[src/include/stl_pkg.sv]
package stl_pkg;

    ////////////////////////////////////////////////////////////////////////////
    // Frame layout, first bit on the wire lands in the top bit
    localparam int FRAME_BITS = 10;
    localparam int DATA_BITS  = 6;
    localparam int ADDR_BITS  = 4;
    localparam int DIGITS     = 10;
    localparam int ADDR_LSB   = 0;
    localparam int DATA_LSB   = 4;
    localparam int CODE_LSB   = 0;
    localparam int CODE_BITS  = 4;
    localparam int IND1_BIT   = 4;
    localparam int IND2_BIT   = 5;

    ////////////////////////////////////////////////////////////////////////////
    // Display drive
    localparam int ROWS        = 3;
    localparam int PHASES      = 6;
    localparam int LINES       = 3 * DIGITS;
    localparam int CLK_MHZ     = 100;
    localparam int PHASE_US    = 2000;
    localparam int PHASE_CYCLES = PHASE_US * CLK_MHZ;

    typedef logic [1:0] stl_level_t;
    localparam stl_level_t LVL_SS  = 2'h0;
    localparam stl_level_t LVL_P1  = 2'h1;
    localparam stl_level_t LVL_P2  = 2'h2;
    localparam stl_level_t LVL_DD  = 2'h3;
    localparam logic [6:0] SEG_RST = 7'h00;

    // Character code to segments {a,b,c,d,e,f,g}
    function automatic logic [6:0] stl_decode(input logic [3:0] code);
        logic [6:0] s;
        s = 7'h00;
        case (code)
            4'h0: s = 7'h7e;  4'h1: s = 7'h30;  4'h2: s = 7'h6d;  4'h3: s = 7'h79;
            4'h4: s = 7'h33;  4'h5: s = 7'h5b;  4'h6: s = 7'h5f;  4'h7: s = 7'h70;
            4'h8: s = 7'h7f;  4'h9: s = 7'h7b;  4'ha: s = 7'h01;  4'hb: s = 7'h4f;
            4'hc: s = 7'h37;  4'hd: s = 7'h0e;  4'he: s = 7'h67;  default: s = 7'h00;
        endcase
        return s;
    endfunction

endpackage

[src/include/stl_frame_if.sv]
`timescale 1ns/1ps
`default_nettype none
interface stl_frame_if;
    import stl_pkg::*;
    logic                  shift_edge;
    logic                  shift_bit;
    logic                  write_edge;
    logic                  complete;
    logic                  commit;
    logic [FRAME_BITS-1:0] frame;

    modport loader (input shift_edge, shift_bit, write_edge, output complete, commit, frame);
    modport ctrl   (output shift_edge, shift_bit, write_edge, input complete, commit, frame);
endinterface
`default_nettype wire

[src/rtl/stl_shift_loader.sv]
`timescale 1ns/1ps
`default_nettype none
module stl_shift_loader
    import stl_pkg::*;
(
    // Clock and reset
    input  wire logic  clock,
    input  wire logic  rst,
    // Frame carrier
    stl_frame_if.loader f
);

    logic [FRAME_BITS-1:0] sr_q,  sr_d;
    logic [3:0]            cnt_q, cnt_d;
    logic                  full_q, full_d;
    logic                  commit_q, commit_d;
    logic [FRAME_BITS-1:0] frame_q, frame_d;
    logic                  seen_q, seen_d;
    logic                  full_now;

    assign full_now = (cnt_q == 4'(FRAME_BITS));

    always_comb begin
        sr_d     = sr_q;
        cnt_d    = cnt_q;
        commit_d = 1'b0;
        frame_d  = frame_q;
        seen_d   = full_q;
        if (f.write_edge) begin
            // The pin lags the count by one clock; a write in that gap sees it high and only resets
            commit_d = full_now && seen_q;
            if (commit_d) begin
                frame_d = sr_q;
            end
            sr_d  = '0;
            cnt_d = 4'h0;
        end else if (f.shift_edge) begin
            if (full_now) begin
                sr_d  = '0;
                cnt_d = 4'h0;
            end else begin
                sr_d  = {sr_q[FRAME_BITS-2:0], f.shift_bit};
                cnt_d = cnt_q + 4'h1;
            end
        end
        full_d = (cnt_d == 4'(FRAME_BITS));
    end

    always_ff @(posedge clock) begin
        if (rst) begin
            sr_q     <= '0;
            cnt_q    <= 4'h0;
            full_q   <= 1'b0;
            seen_q   <= 1'b0;
            commit_q <= 1'b0;
            frame_q  <= '0;
        end else begin
            sr_q     <= sr_d;
            cnt_q    <= cnt_d;
            full_q   <= full_d;
            seen_q   <= seen_d;
            commit_q <= commit_d;
            frame_q  <= frame_d;
        end
    end

    assign f.complete = full_q;
    assign f.commit   = commit_q;
    assign f.frame    = frame_q;
endmodule // stl_shift_loader
`default_nettype wire

[src/rtl/stl_mux_drive.sv]
`timescale 1ns/1ps
`default_nettype none
module stl_mux_drive
    import stl_pkg::*;
(
    // Clock and reset
    input  wire logic                 clock,
    input  wire logic                 rst,
    // Timing and picture
    input  wire logic [2:0]           phase,
    input  wire logic                 shutdown,
    input  wire logic [3*LINES-1:0]   seg_on,
    // Levels
    output var  logic [2*ROWS-1:0]    com_level,
    output var  logic [2*LINES-1:0]   seg_level
);

    logic [2*ROWS-1:0]  com_d;
    logic [2*LINES-1:0] seg_d;
    logic [1:0]         row;
    logic               primed;

    // Primed half inverts polarity so no line carries DC
    always_comb begin
        primed = (phase >= 3'h3);
        row    = primed ? 2'(phase - 3'h3) : phase[1:0];
        com_d  = '0;
        seg_d  = '0;
        for (int r = 0; r < ROWS; r++) begin
            if (shutdown) begin
                com_d[2*r +: 2] = LVL_DD;
            end else if (row == 2'(r)) begin
                com_d[2*r +: 2] = primed ? LVL_SS : LVL_DD;
            end else begin
                com_d[2*r +: 2] = primed ? LVL_P2 : LVL_P1;
            end
        end
        for (int j = 0; j < LINES; j++) begin
            if (shutdown) begin
                seg_d[2*j +: 2] = LVL_DD;
            end else if (seg_on[3*j + 32'(row)]) begin
                seg_d[2*j +: 2] = primed ? LVL_DD : LVL_SS;
            end else begin
                seg_d[2*j +: 2] = primed ? LVL_P1 : LVL_P2;
            end
        end
    end

    always_ff @(posedge clock) begin
        if (rst) begin
            com_level <= {ROWS{LVL_DD}};
            seg_level <= {LINES{LVL_DD}};
        end else begin
            com_level <= com_d;
            seg_level <= seg_d;
        end
    end
endmodule // stl_mux_drive
`default_nettype wire

[src/rtl/stl_lcd_loader.sv]
`timescale 1ns/1ps
`default_nettype none
// How it works
// - Serial data bit is high for one, low for zero, stored in shift register.
// - Each rising data clock edge moves the shift register by one place.
// - An extra edge after a full frame clears register and loading logic.
// - Frame-complete handshake goes low only with exactly ten bits loaded.
// - Write edge with ten bits loaded and handshake low updates addressed digit, then resets loader.
// - Write edge with handshake high only resets the loader.
// - Frame holds six data bits and four address bits for ten digits.
// - Data splits into four-bit character code and two indicator bits.
// - Bias input near supply forces shutdown: lines to supply, data kept.
// - Display timing runs from a free internal divider, not the data clock.
// - Each segment line serves top, middle, bottom segments on commons one to three.
// - Off intersections see one third peak, on-to-off ratio is 1.92.
// - Indicator bit one lights its indicator, zero blanks it.
module stl_lcd_loader
    import stl_pkg::*;
#(
    parameter int PHASE_DIV = PHASE_CYCLES
)(
    // Clock and reset
    input  wire logic                 clock,
    input  wire logic                 rst,
    // Host serial port
    input  wire logic                 serial_data,
    input  wire logic                 serial_clk,
    input  wire logic                 write_strobe,
    output var  logic                 frame_complete_ack_n,
    // Bias sense, high when open or near supply
    input  wire logic                 display_bias_input,
    // Display lines
    output var  logic [1:0]           common_row_one,
    output var  logic [1:0]           common_row_two,
    output var  logic [1:0]           common_row_three,
    output var  logic [2*LINES-1:0]   segment_line
);

    if (PHASE_DIV < 2) begin : g_div_check
        $error("PHASE_DIV must be at least 2");
    end

    ////////////////////////////////////////////////////////////////////////////
    // Host edge detection

    logic sclk_q, sclk_d;
    logic wr_q,   wr_d;
    logic shut_q, shut_d;
    logic ack_n_q, ack_n_d;

    stl_frame_if f ();

    always_comb begin
        sclk_d = serial_clk;
        wr_d   = write_strobe;
        shut_d = display_bias_input;
        ack_n_d = !f.complete;
    end

    always_ff @(posedge clock) begin
        if (rst) begin
            sclk_q  <= 1'b0;
            wr_q    <= 1'b0;
            shut_q  <= 1'b0;
            ack_n_q <= 1'b1;
        end else begin
            sclk_q  <= sclk_d;
            wr_q    <= wr_d;
            shut_q  <= shut_d;
            ack_n_q <= ack_n_d;
        end
    end

    // Shutdown halts the loader too, so a host talking into a dead panel changes nothing
    assign f.shift_edge = serial_clk && !sclk_q && !shut_q;
    assign f.shift_bit  = serial_data;
    assign f.write_edge = write_strobe && !wr_q && !shut_q;
    assign frame_complete_ack_n = ack_n_q;

    stl_shift_loader u_loader (
        .clock (clock),
        .rst   (rst),
        .f     (f.loader)
    );

    ////////////////////////////////////////////////////////////////////////////
    // Digit store

    logic [DATA_BITS-1:0] digit_q [DIGITS];
    logic [DATA_BITS-1:0] digit_d [DIGITS];
    logic [ADDR_BITS-1:0] addr;
    logic [DATA_BITS-1:0] data;

    assign addr = f.frame[ADDR_LSB +: ADDR_BITS];
    assign data = f.frame[DATA_LSB +: DATA_BITS];

    // Addresses above the last digit are dropped quietly
    always_comb begin
        for (int i = 0; i < DIGITS; i++) begin
            digit_d[i] = digit_q[i];
        end
        if (f.commit && addr < ADDR_BITS'(DIGITS)) begin
            digit_d[addr] = data;
        end
    end

    always_ff @(posedge clock) begin
        if (rst) begin
            for (int i = 0; i < DIGITS; i++) begin
                digit_q[i] <= '0;
            end
        end else begin
            for (int i = 0; i < DIGITS; i++) begin
                digit_q[i] <= digit_d[i];
            end
        end
    end

    ////////////////////////////////////////////////////////////////////////////
    // Internal timebase, free of the host clock

    logic [31:0] div_q,   div_d;
    logic [2:0]  phase_q, phase_d;

    always_comb begin
        div_d   = div_q;
        phase_d = phase_q;
        if (!shut_q) begin
            if (div_q == 32'(PHASE_DIV - 1)) begin
                div_d   = 32'h0;
                phase_d = (phase_q == 3'(PHASES - 1)) ? 3'h0 : phase_q + 3'h1;
            end else begin
                div_d = div_q + 32'h1;
            end
        end
    end

    always_ff @(posedge clock) begin
        if (rst) begin
            div_q   <= 32'h0;
            phase_q <= 3'h0;
        end else begin
            div_q   <= div_d;
            phase_q <= phase_d;
        end
    end

    ////////////////////////////////////////////////////////////////////////////
    // Segment map: three lines per digit, rows top, middle, bottom

    logic [3*LINES-1:0] seg_on;
    logic [6:0]         segs;

    always_comb begin
        seg_on = '0;
        segs   = SEG_RST;
        for (int i = 0; i < DIGITS; i++) begin
            segs = stl_decode(digit_q[i][CODE_LSB +: CODE_BITS]);
            // Line a/g/d
            seg_on[9*i + 0] = segs[6];
            seg_on[9*i + 1] = segs[0];
            seg_on[9*i + 2] = segs[3];
            // Line f/e/indicator two
            seg_on[9*i + 3] = segs[1];
            seg_on[9*i + 4] = segs[2];
            seg_on[9*i + 5] = digit_q[i][IND2_BIT];
            // Line b/c/indicator one
            seg_on[9*i + 6] = segs[5];
            seg_on[9*i + 7] = segs[4];
            seg_on[9*i + 8] = digit_q[i][IND1_BIT];
        end
    end

    ////////////////////////////////////////////////////////////////////////////
    // Line drivers

    logic [2*ROWS-1:0] com_level;

    stl_mux_drive u_drive (
        .clock     (clock),
        .rst       (rst),
        .phase     (phase_q),
        .shutdown  (shut_q),
        .seg_on    (seg_on),
        .com_level (com_level),
        .seg_level (segment_line)
    );

    assign common_row_one   = com_level[1:0];
    assign common_row_two   = com_level[3:2];
    assign common_row_three = com_level[5:4];

    ////////////////////////////////////////////////////////////////////////////
    // Checks

    // Second model of count and shift register, kept apart from the loader
    // so the handshake and committed frame are judged independently
    logic [3:0]            chk_cnt_q, chk_cnt_d;
    logic [FRAME_BITS-1:0] chk_sr_q,  chk_sr_d;

    always_comb begin
        chk_cnt_d = chk_cnt_q;
        chk_sr_d  = chk_sr_q;
        if (f.write_edge || (f.shift_edge && chk_cnt_q == 4'(FRAME_BITS))) begin
            chk_cnt_d = 4'h0;
            chk_sr_d  = '0;
        end else if (f.shift_edge) begin
            chk_cnt_d = chk_cnt_q + 4'h1;
            chk_sr_d  = {chk_sr_q[FRAME_BITS-2:0], f.shift_bit};
        end
    end

    always_ff @(posedge clock) begin
        if (rst) begin
            chk_cnt_q <= 4'h0;
            chk_sr_q  <= '0;
        end else begin
            chk_cnt_q <= chk_cnt_d;
            chk_sr_q  <= chk_sr_d;
        end
    end
endmodule // stl_lcd_loader
`default_nettype wire

[config.mk]
export PLATFORM = sky130hd
export DESIGN_NAME = stl_lcd_loader
export DESIGN_NICKNAME = d
export VERILOG_FILES = /design/src/include/stl_pkg.sv /design/src/include/stl_frame_if.sv /design/src/rtl/stl_shift_loader.sv /design/src/rtl/stl_mux_drive.sv /design/src/rtl/stl_lcd_loader.sv
export SDC_FILE = /design/constraint.sdc
export NUM_CORES = 1
export LEC_CHECK = 0
export BUFFER_PORTS_ARGS = -buffer_cell sky130_fd_sc_hd__buf_2
export CAP_MARGIN = 15
export CORE_ASPECT_RATIO = 0.9
export CORE_MARGIN = 2
export CORE_UTILIZATION = 40
export DETAILED_ROUTE_END_ITERATION = 16
export PLACE_DENSITY = 0.59
export SLEW_MARGIN = 20
export SYNTH_ARGS = -nofsm -noshare
export SYNTH_HDL_FRONTEND = slang
export SYNTH_HIERARCHICAL = 1
export SYNTH_SLANG_ARGS = --single-unit
export TNS_END_PERCENT = 20
[constraint.sdc]
create_clock -name clock -period 3.2 [get_ports clock]
set_input_delay 0.48 -clock clock [delete_from_list [all_inputs] [get_ports clock]]
set_output_delay 0.48 -clock clock [all_outputs]
set_load 0.03 [all_outputs]
==> results.yml <==
outcome:
  status: "completed"
critical_path:
  arrival_ns: 3.17
  ff2ff_setup_slack_ns: 0.40
  crit_type: "flop to flop"
  reg2reg_depth: 11
  worstReg2RegEnd: "u_drive/seg_level[23]"
  cp-start-kind: "flop"
  crit_required_ns: 3.56
  cp-end-kind: "flop"
  cp_max_fo: 7
  reg2reg_from: "digit_q[4][0]"
sta:
  post-route-period-util_pct: 87.6
  setup_tns_ns: 0
  slew_viol_final: 0
  clock-skew-final_ns: 0.00822
  rsz0062_at_grt: "false"
  fin_ws_ns: 0.397
  whs_ns: 0.250
  setup_viol: 0
  relSlewSlack_pct: 36.5
  worst_pin_slew_ns: 0.949
  post-route-min-period_ns: 2.80
  max_clock_freq_ghz: 0.357
  hold_violations: 0
clocking:
  cts_buffer_depth: 2
  cts_tree: "done"
  numCtsBuffers: 17
  cts-root-buf: "clkbuf_16"
  postCtsSetupRepairBufs: 0
  cts.clk_slew.worst_paths_ns: 0.07
  ctsHoldBuffers: 0
  ctsHtreeMaxLevel: 4
  insertion_delay_ns: 0.43
  clock_sinks: 161
  ctsResizeCount: 0
routing:
  first_pass_iters: 5
  drtIter0Drc: 961
  drt-total-wl_um: 30800
  wl_per_cell_um: 18.0
  viasPerCell: 5.68
  final_antenna_net_count: 0
  dr_total_vias: 9720
  drc: 0
global_route:
  use_met2_pct: 32.0
  met1_usage_pct: 29.0
  grt_use_total_pct: 20.5
  grt_pass1_vias: 8868
  met3_usage_pct: 3.59
  grt_pass1_wl_um: 48700
  overflow: 0
  antenna_found_initial: 0
  top_usage_layer: "met2"
  grt_start_max_net_pins: 60
pwr:
  power_density_nw_per_um2: 357
  p_leak_nw: 4.80
  ir_worst_vdd_mv: 0.349
  power_mw: 4.34
floorplanning:
  die-area_um2: 29500
  initial_core_util_pct: 40.5
  ios: 73
  die-height_um: 163
  rows: 58
  core_area_um2: 27800
  dieWidth_um: 181
hold_path:
  holdCritStartpoint: "display_bias_input"
  hold_path_end: "shut_q"
  worstHoldPathType: "primary input to flop"
  holdPathStages: 2
cells_and_area:
  synthToLayoutAreaGrowth_pct: 7.91
  final_util_pct: 43.7
  stdcell_area_um2: 12200
  nFillCells: 2736
  layout-drive-gt1-share_pct: 15.2
  fin_nets: 1420
  final_cell_count_no_fill: 1712
place:
  place_inst: 1680
  place_congestion: 0.868
  hpwl_um: 21000
  port_buffers: 72
  dpl-instance-area_um2: 11600
  place_ws_ns: 0.478
logic_synthesis:
  seq_area_frac_synth_pct: 28.6
  syn_inst: 1358
  synthFlopType: "dfxtp_1"
  synth.avg_cell_area_um2: 8.29
  synth-async-reset-ratio_pct: 0
  synth_warnings: 6
  synth_edf_count: 0
  ys_types: 87
  ys_ff_latch: 161
  syn_nets: 1439
  syn-cell-area_um2: 11300
flow_run:
  cap_violations: 0
[how the worst max path moves through the flow]
stage / slack (ns) / depth (start not counted) / to / startpoint
after detailed placement: 0.48 / 10 / u_drive/seg_level[31] / digit_q[5][1]
after global routing: 0.17 / 11 / u_drive/seg_level[23] / digit_q[4][0]
after floorplan: 0.41 / 12 / u_drive/seg_level[23] / phase_q[0]
after CTS: 0.45 / 11 / u_drive/seg_level[23] / digit_q[4][0]
after global placement: 0.52 / 10 / u_drive/seg_level[31] / digit_q[5][1]
final: 0.40 / 11 / u_drive/seg_level[23] / digit_q[4][0]
[cells by family after synthesis]
kind of cell / count (synthesis) / share of synthesized area, %
adder cells (fa/ha/maj): 75 / 8.33
flip-flops: 161 / 28.6
AO/OA/AOI/OAI: 352 / 20.4
AND/OR/NAND/NOR: 402 / 19.7
XOR/XNOR: 28 / 2.18
buffers and inverters: 214 / 8.89
multiplexers: 126 / 11.9
[worst max-delay path, stage by stage (launching register included)]
cell and delay [ns]:
dfxtp_1 0.45, inv_1 0.15, ha_1 0.23, nand2b_1 0.15
o21ai_0 0.10, nor2_1 0.07, a21oi_1 0.33, or4b_2 0.63
o311ai_0 0.11, o22ai_1 0.15, nor3_2 0.16, mux2i_1 0.20
[layout by cell type (no fill, tap or decap), types with 7 or more instances in the layout]
cell,Yosys,final
dfxtp_1,161,160
mux2_2,11,11
xor2_1,19,19
ha_1,75,75
a221oi_1,12,12
nor2_1,142,142
mux2i_1,110,110
nor3_1,14,14
o21ai_0,57,57
a21oi_1,134,134
o221ai_1,26,26
o211ai_1,7,7
o41ai_1,14,14
buf_4,33,27
nor2b_1,20,20
buf_2,21,71
or3_1,9,9
nand4_1,10,10
a211oi_2,7,7
nand2b_1,22,22
a211oi_1,9,9
or4b_2,14,14
nor3_2,12,10
o22ai_1,18,18
inv_1,77,77
a21o_1,9,9
clkbuf_16,0,17
nand2_1,60,60
nand3_1,29,29
a31oi_1,10,10
and3_1,17,17
xnor2_1,9,9
o311ai_0,14,14
[where the power goes]
part | switching, mW | total (mW) | internal (mW)
combinational | 0.199 | 0.274 | 0.0755
clock | 0.902 | 1.99 | 1.09
sequential | 0.0316 | 2.08 | 2.05
total | 1.13 | 4.34 | 3.21
[metal layers]
metal,wire length (um),share of wire (%),up-vias
li1,-,-,4804
met1,14800,48,4572
met2,13500,44,306
met3,1950,6.3,38
met4,524,1.7,0
met5,0,0,-
[registers in the layout, summed over array words and instances (netlist names)]
| signal | cells |
|---|---|
| u_loader/f.frame | 10 |
| u_loader/f.complete | 1 |
| u_loader/seen_q | 1 |
| sclk_q | 1 |
| phase_q | 3 |
| u_loader/f.commit | 1 |
| u_loader/sr_q | 10 |
| shut_q | 1 |
| frame_complete_ack_n | 1 |
| div_q | 32 |
| u_drive/com_level | 4 |
| wr_q | 1 |
| u_drive/seg_level | 31 |
| digit_q | 60 |
| u_loader/cnt_q | 4 |
[synth_stat cells, drive strengths merged (4+ instances only)]
library cell / number / share of area [%]
o41ai: 14 / 1.1
o221ai: 26 / 2.0
a21o: 9 / 0.60
and4: 4 / 0.36
o211ai: 7 / 0.47
or2: 5 / 0.30
nand2b: 22 / 1.2
nor3b: 8 / 0.71
o311ai: 16 / 1.2
buf: 68 / 3.9
clkbuf: 69 / 2.4
ha: 75 / 8.3
a211oi: 16 / 1.4
o22ai: 18 / 1.0
mux2i: 111 / 10
a31oi: 10 / 0.56
nor3: 26 / 1.7
mux2: 11 / 1.1
xor2: 19 / 1.5
nor2: 144 / 4.9
nor2b: 20 / 1.1
or4b: 15 / 1.3
o21ai: 58 / 2.6
nor4: 9 / 0.80
mux4: 4 / 0.80
or3: 9 / 0.50
and2: 5 / 0.28
a21oi: 135 / 6.0
xnor2: 9 / 0.70
nand3b: 4 / 0.27
nand3: 31 / 1.5
nand4: 11 / 0.67
dfxtp: 161 / 29
inv: 77 / 2.6
nand2: 61 / 2.1
a221oi: 12 / 0.93
and3: 17 / 0.94
[final cells by class]
cell class,count,area [um^2],share of cell area [%]
tap,360,450,3.71
antenna,1,2.50,0.0206
clock buffer,19,433,3.56
sequential,161,3220,26.5
timing repair buffer,99,573,4.72
clock inverter,12,125,1.03
inverter,77,289,2.38
multi-input combinational,983,7050,58.1
(Power assumes the default switching activity.)
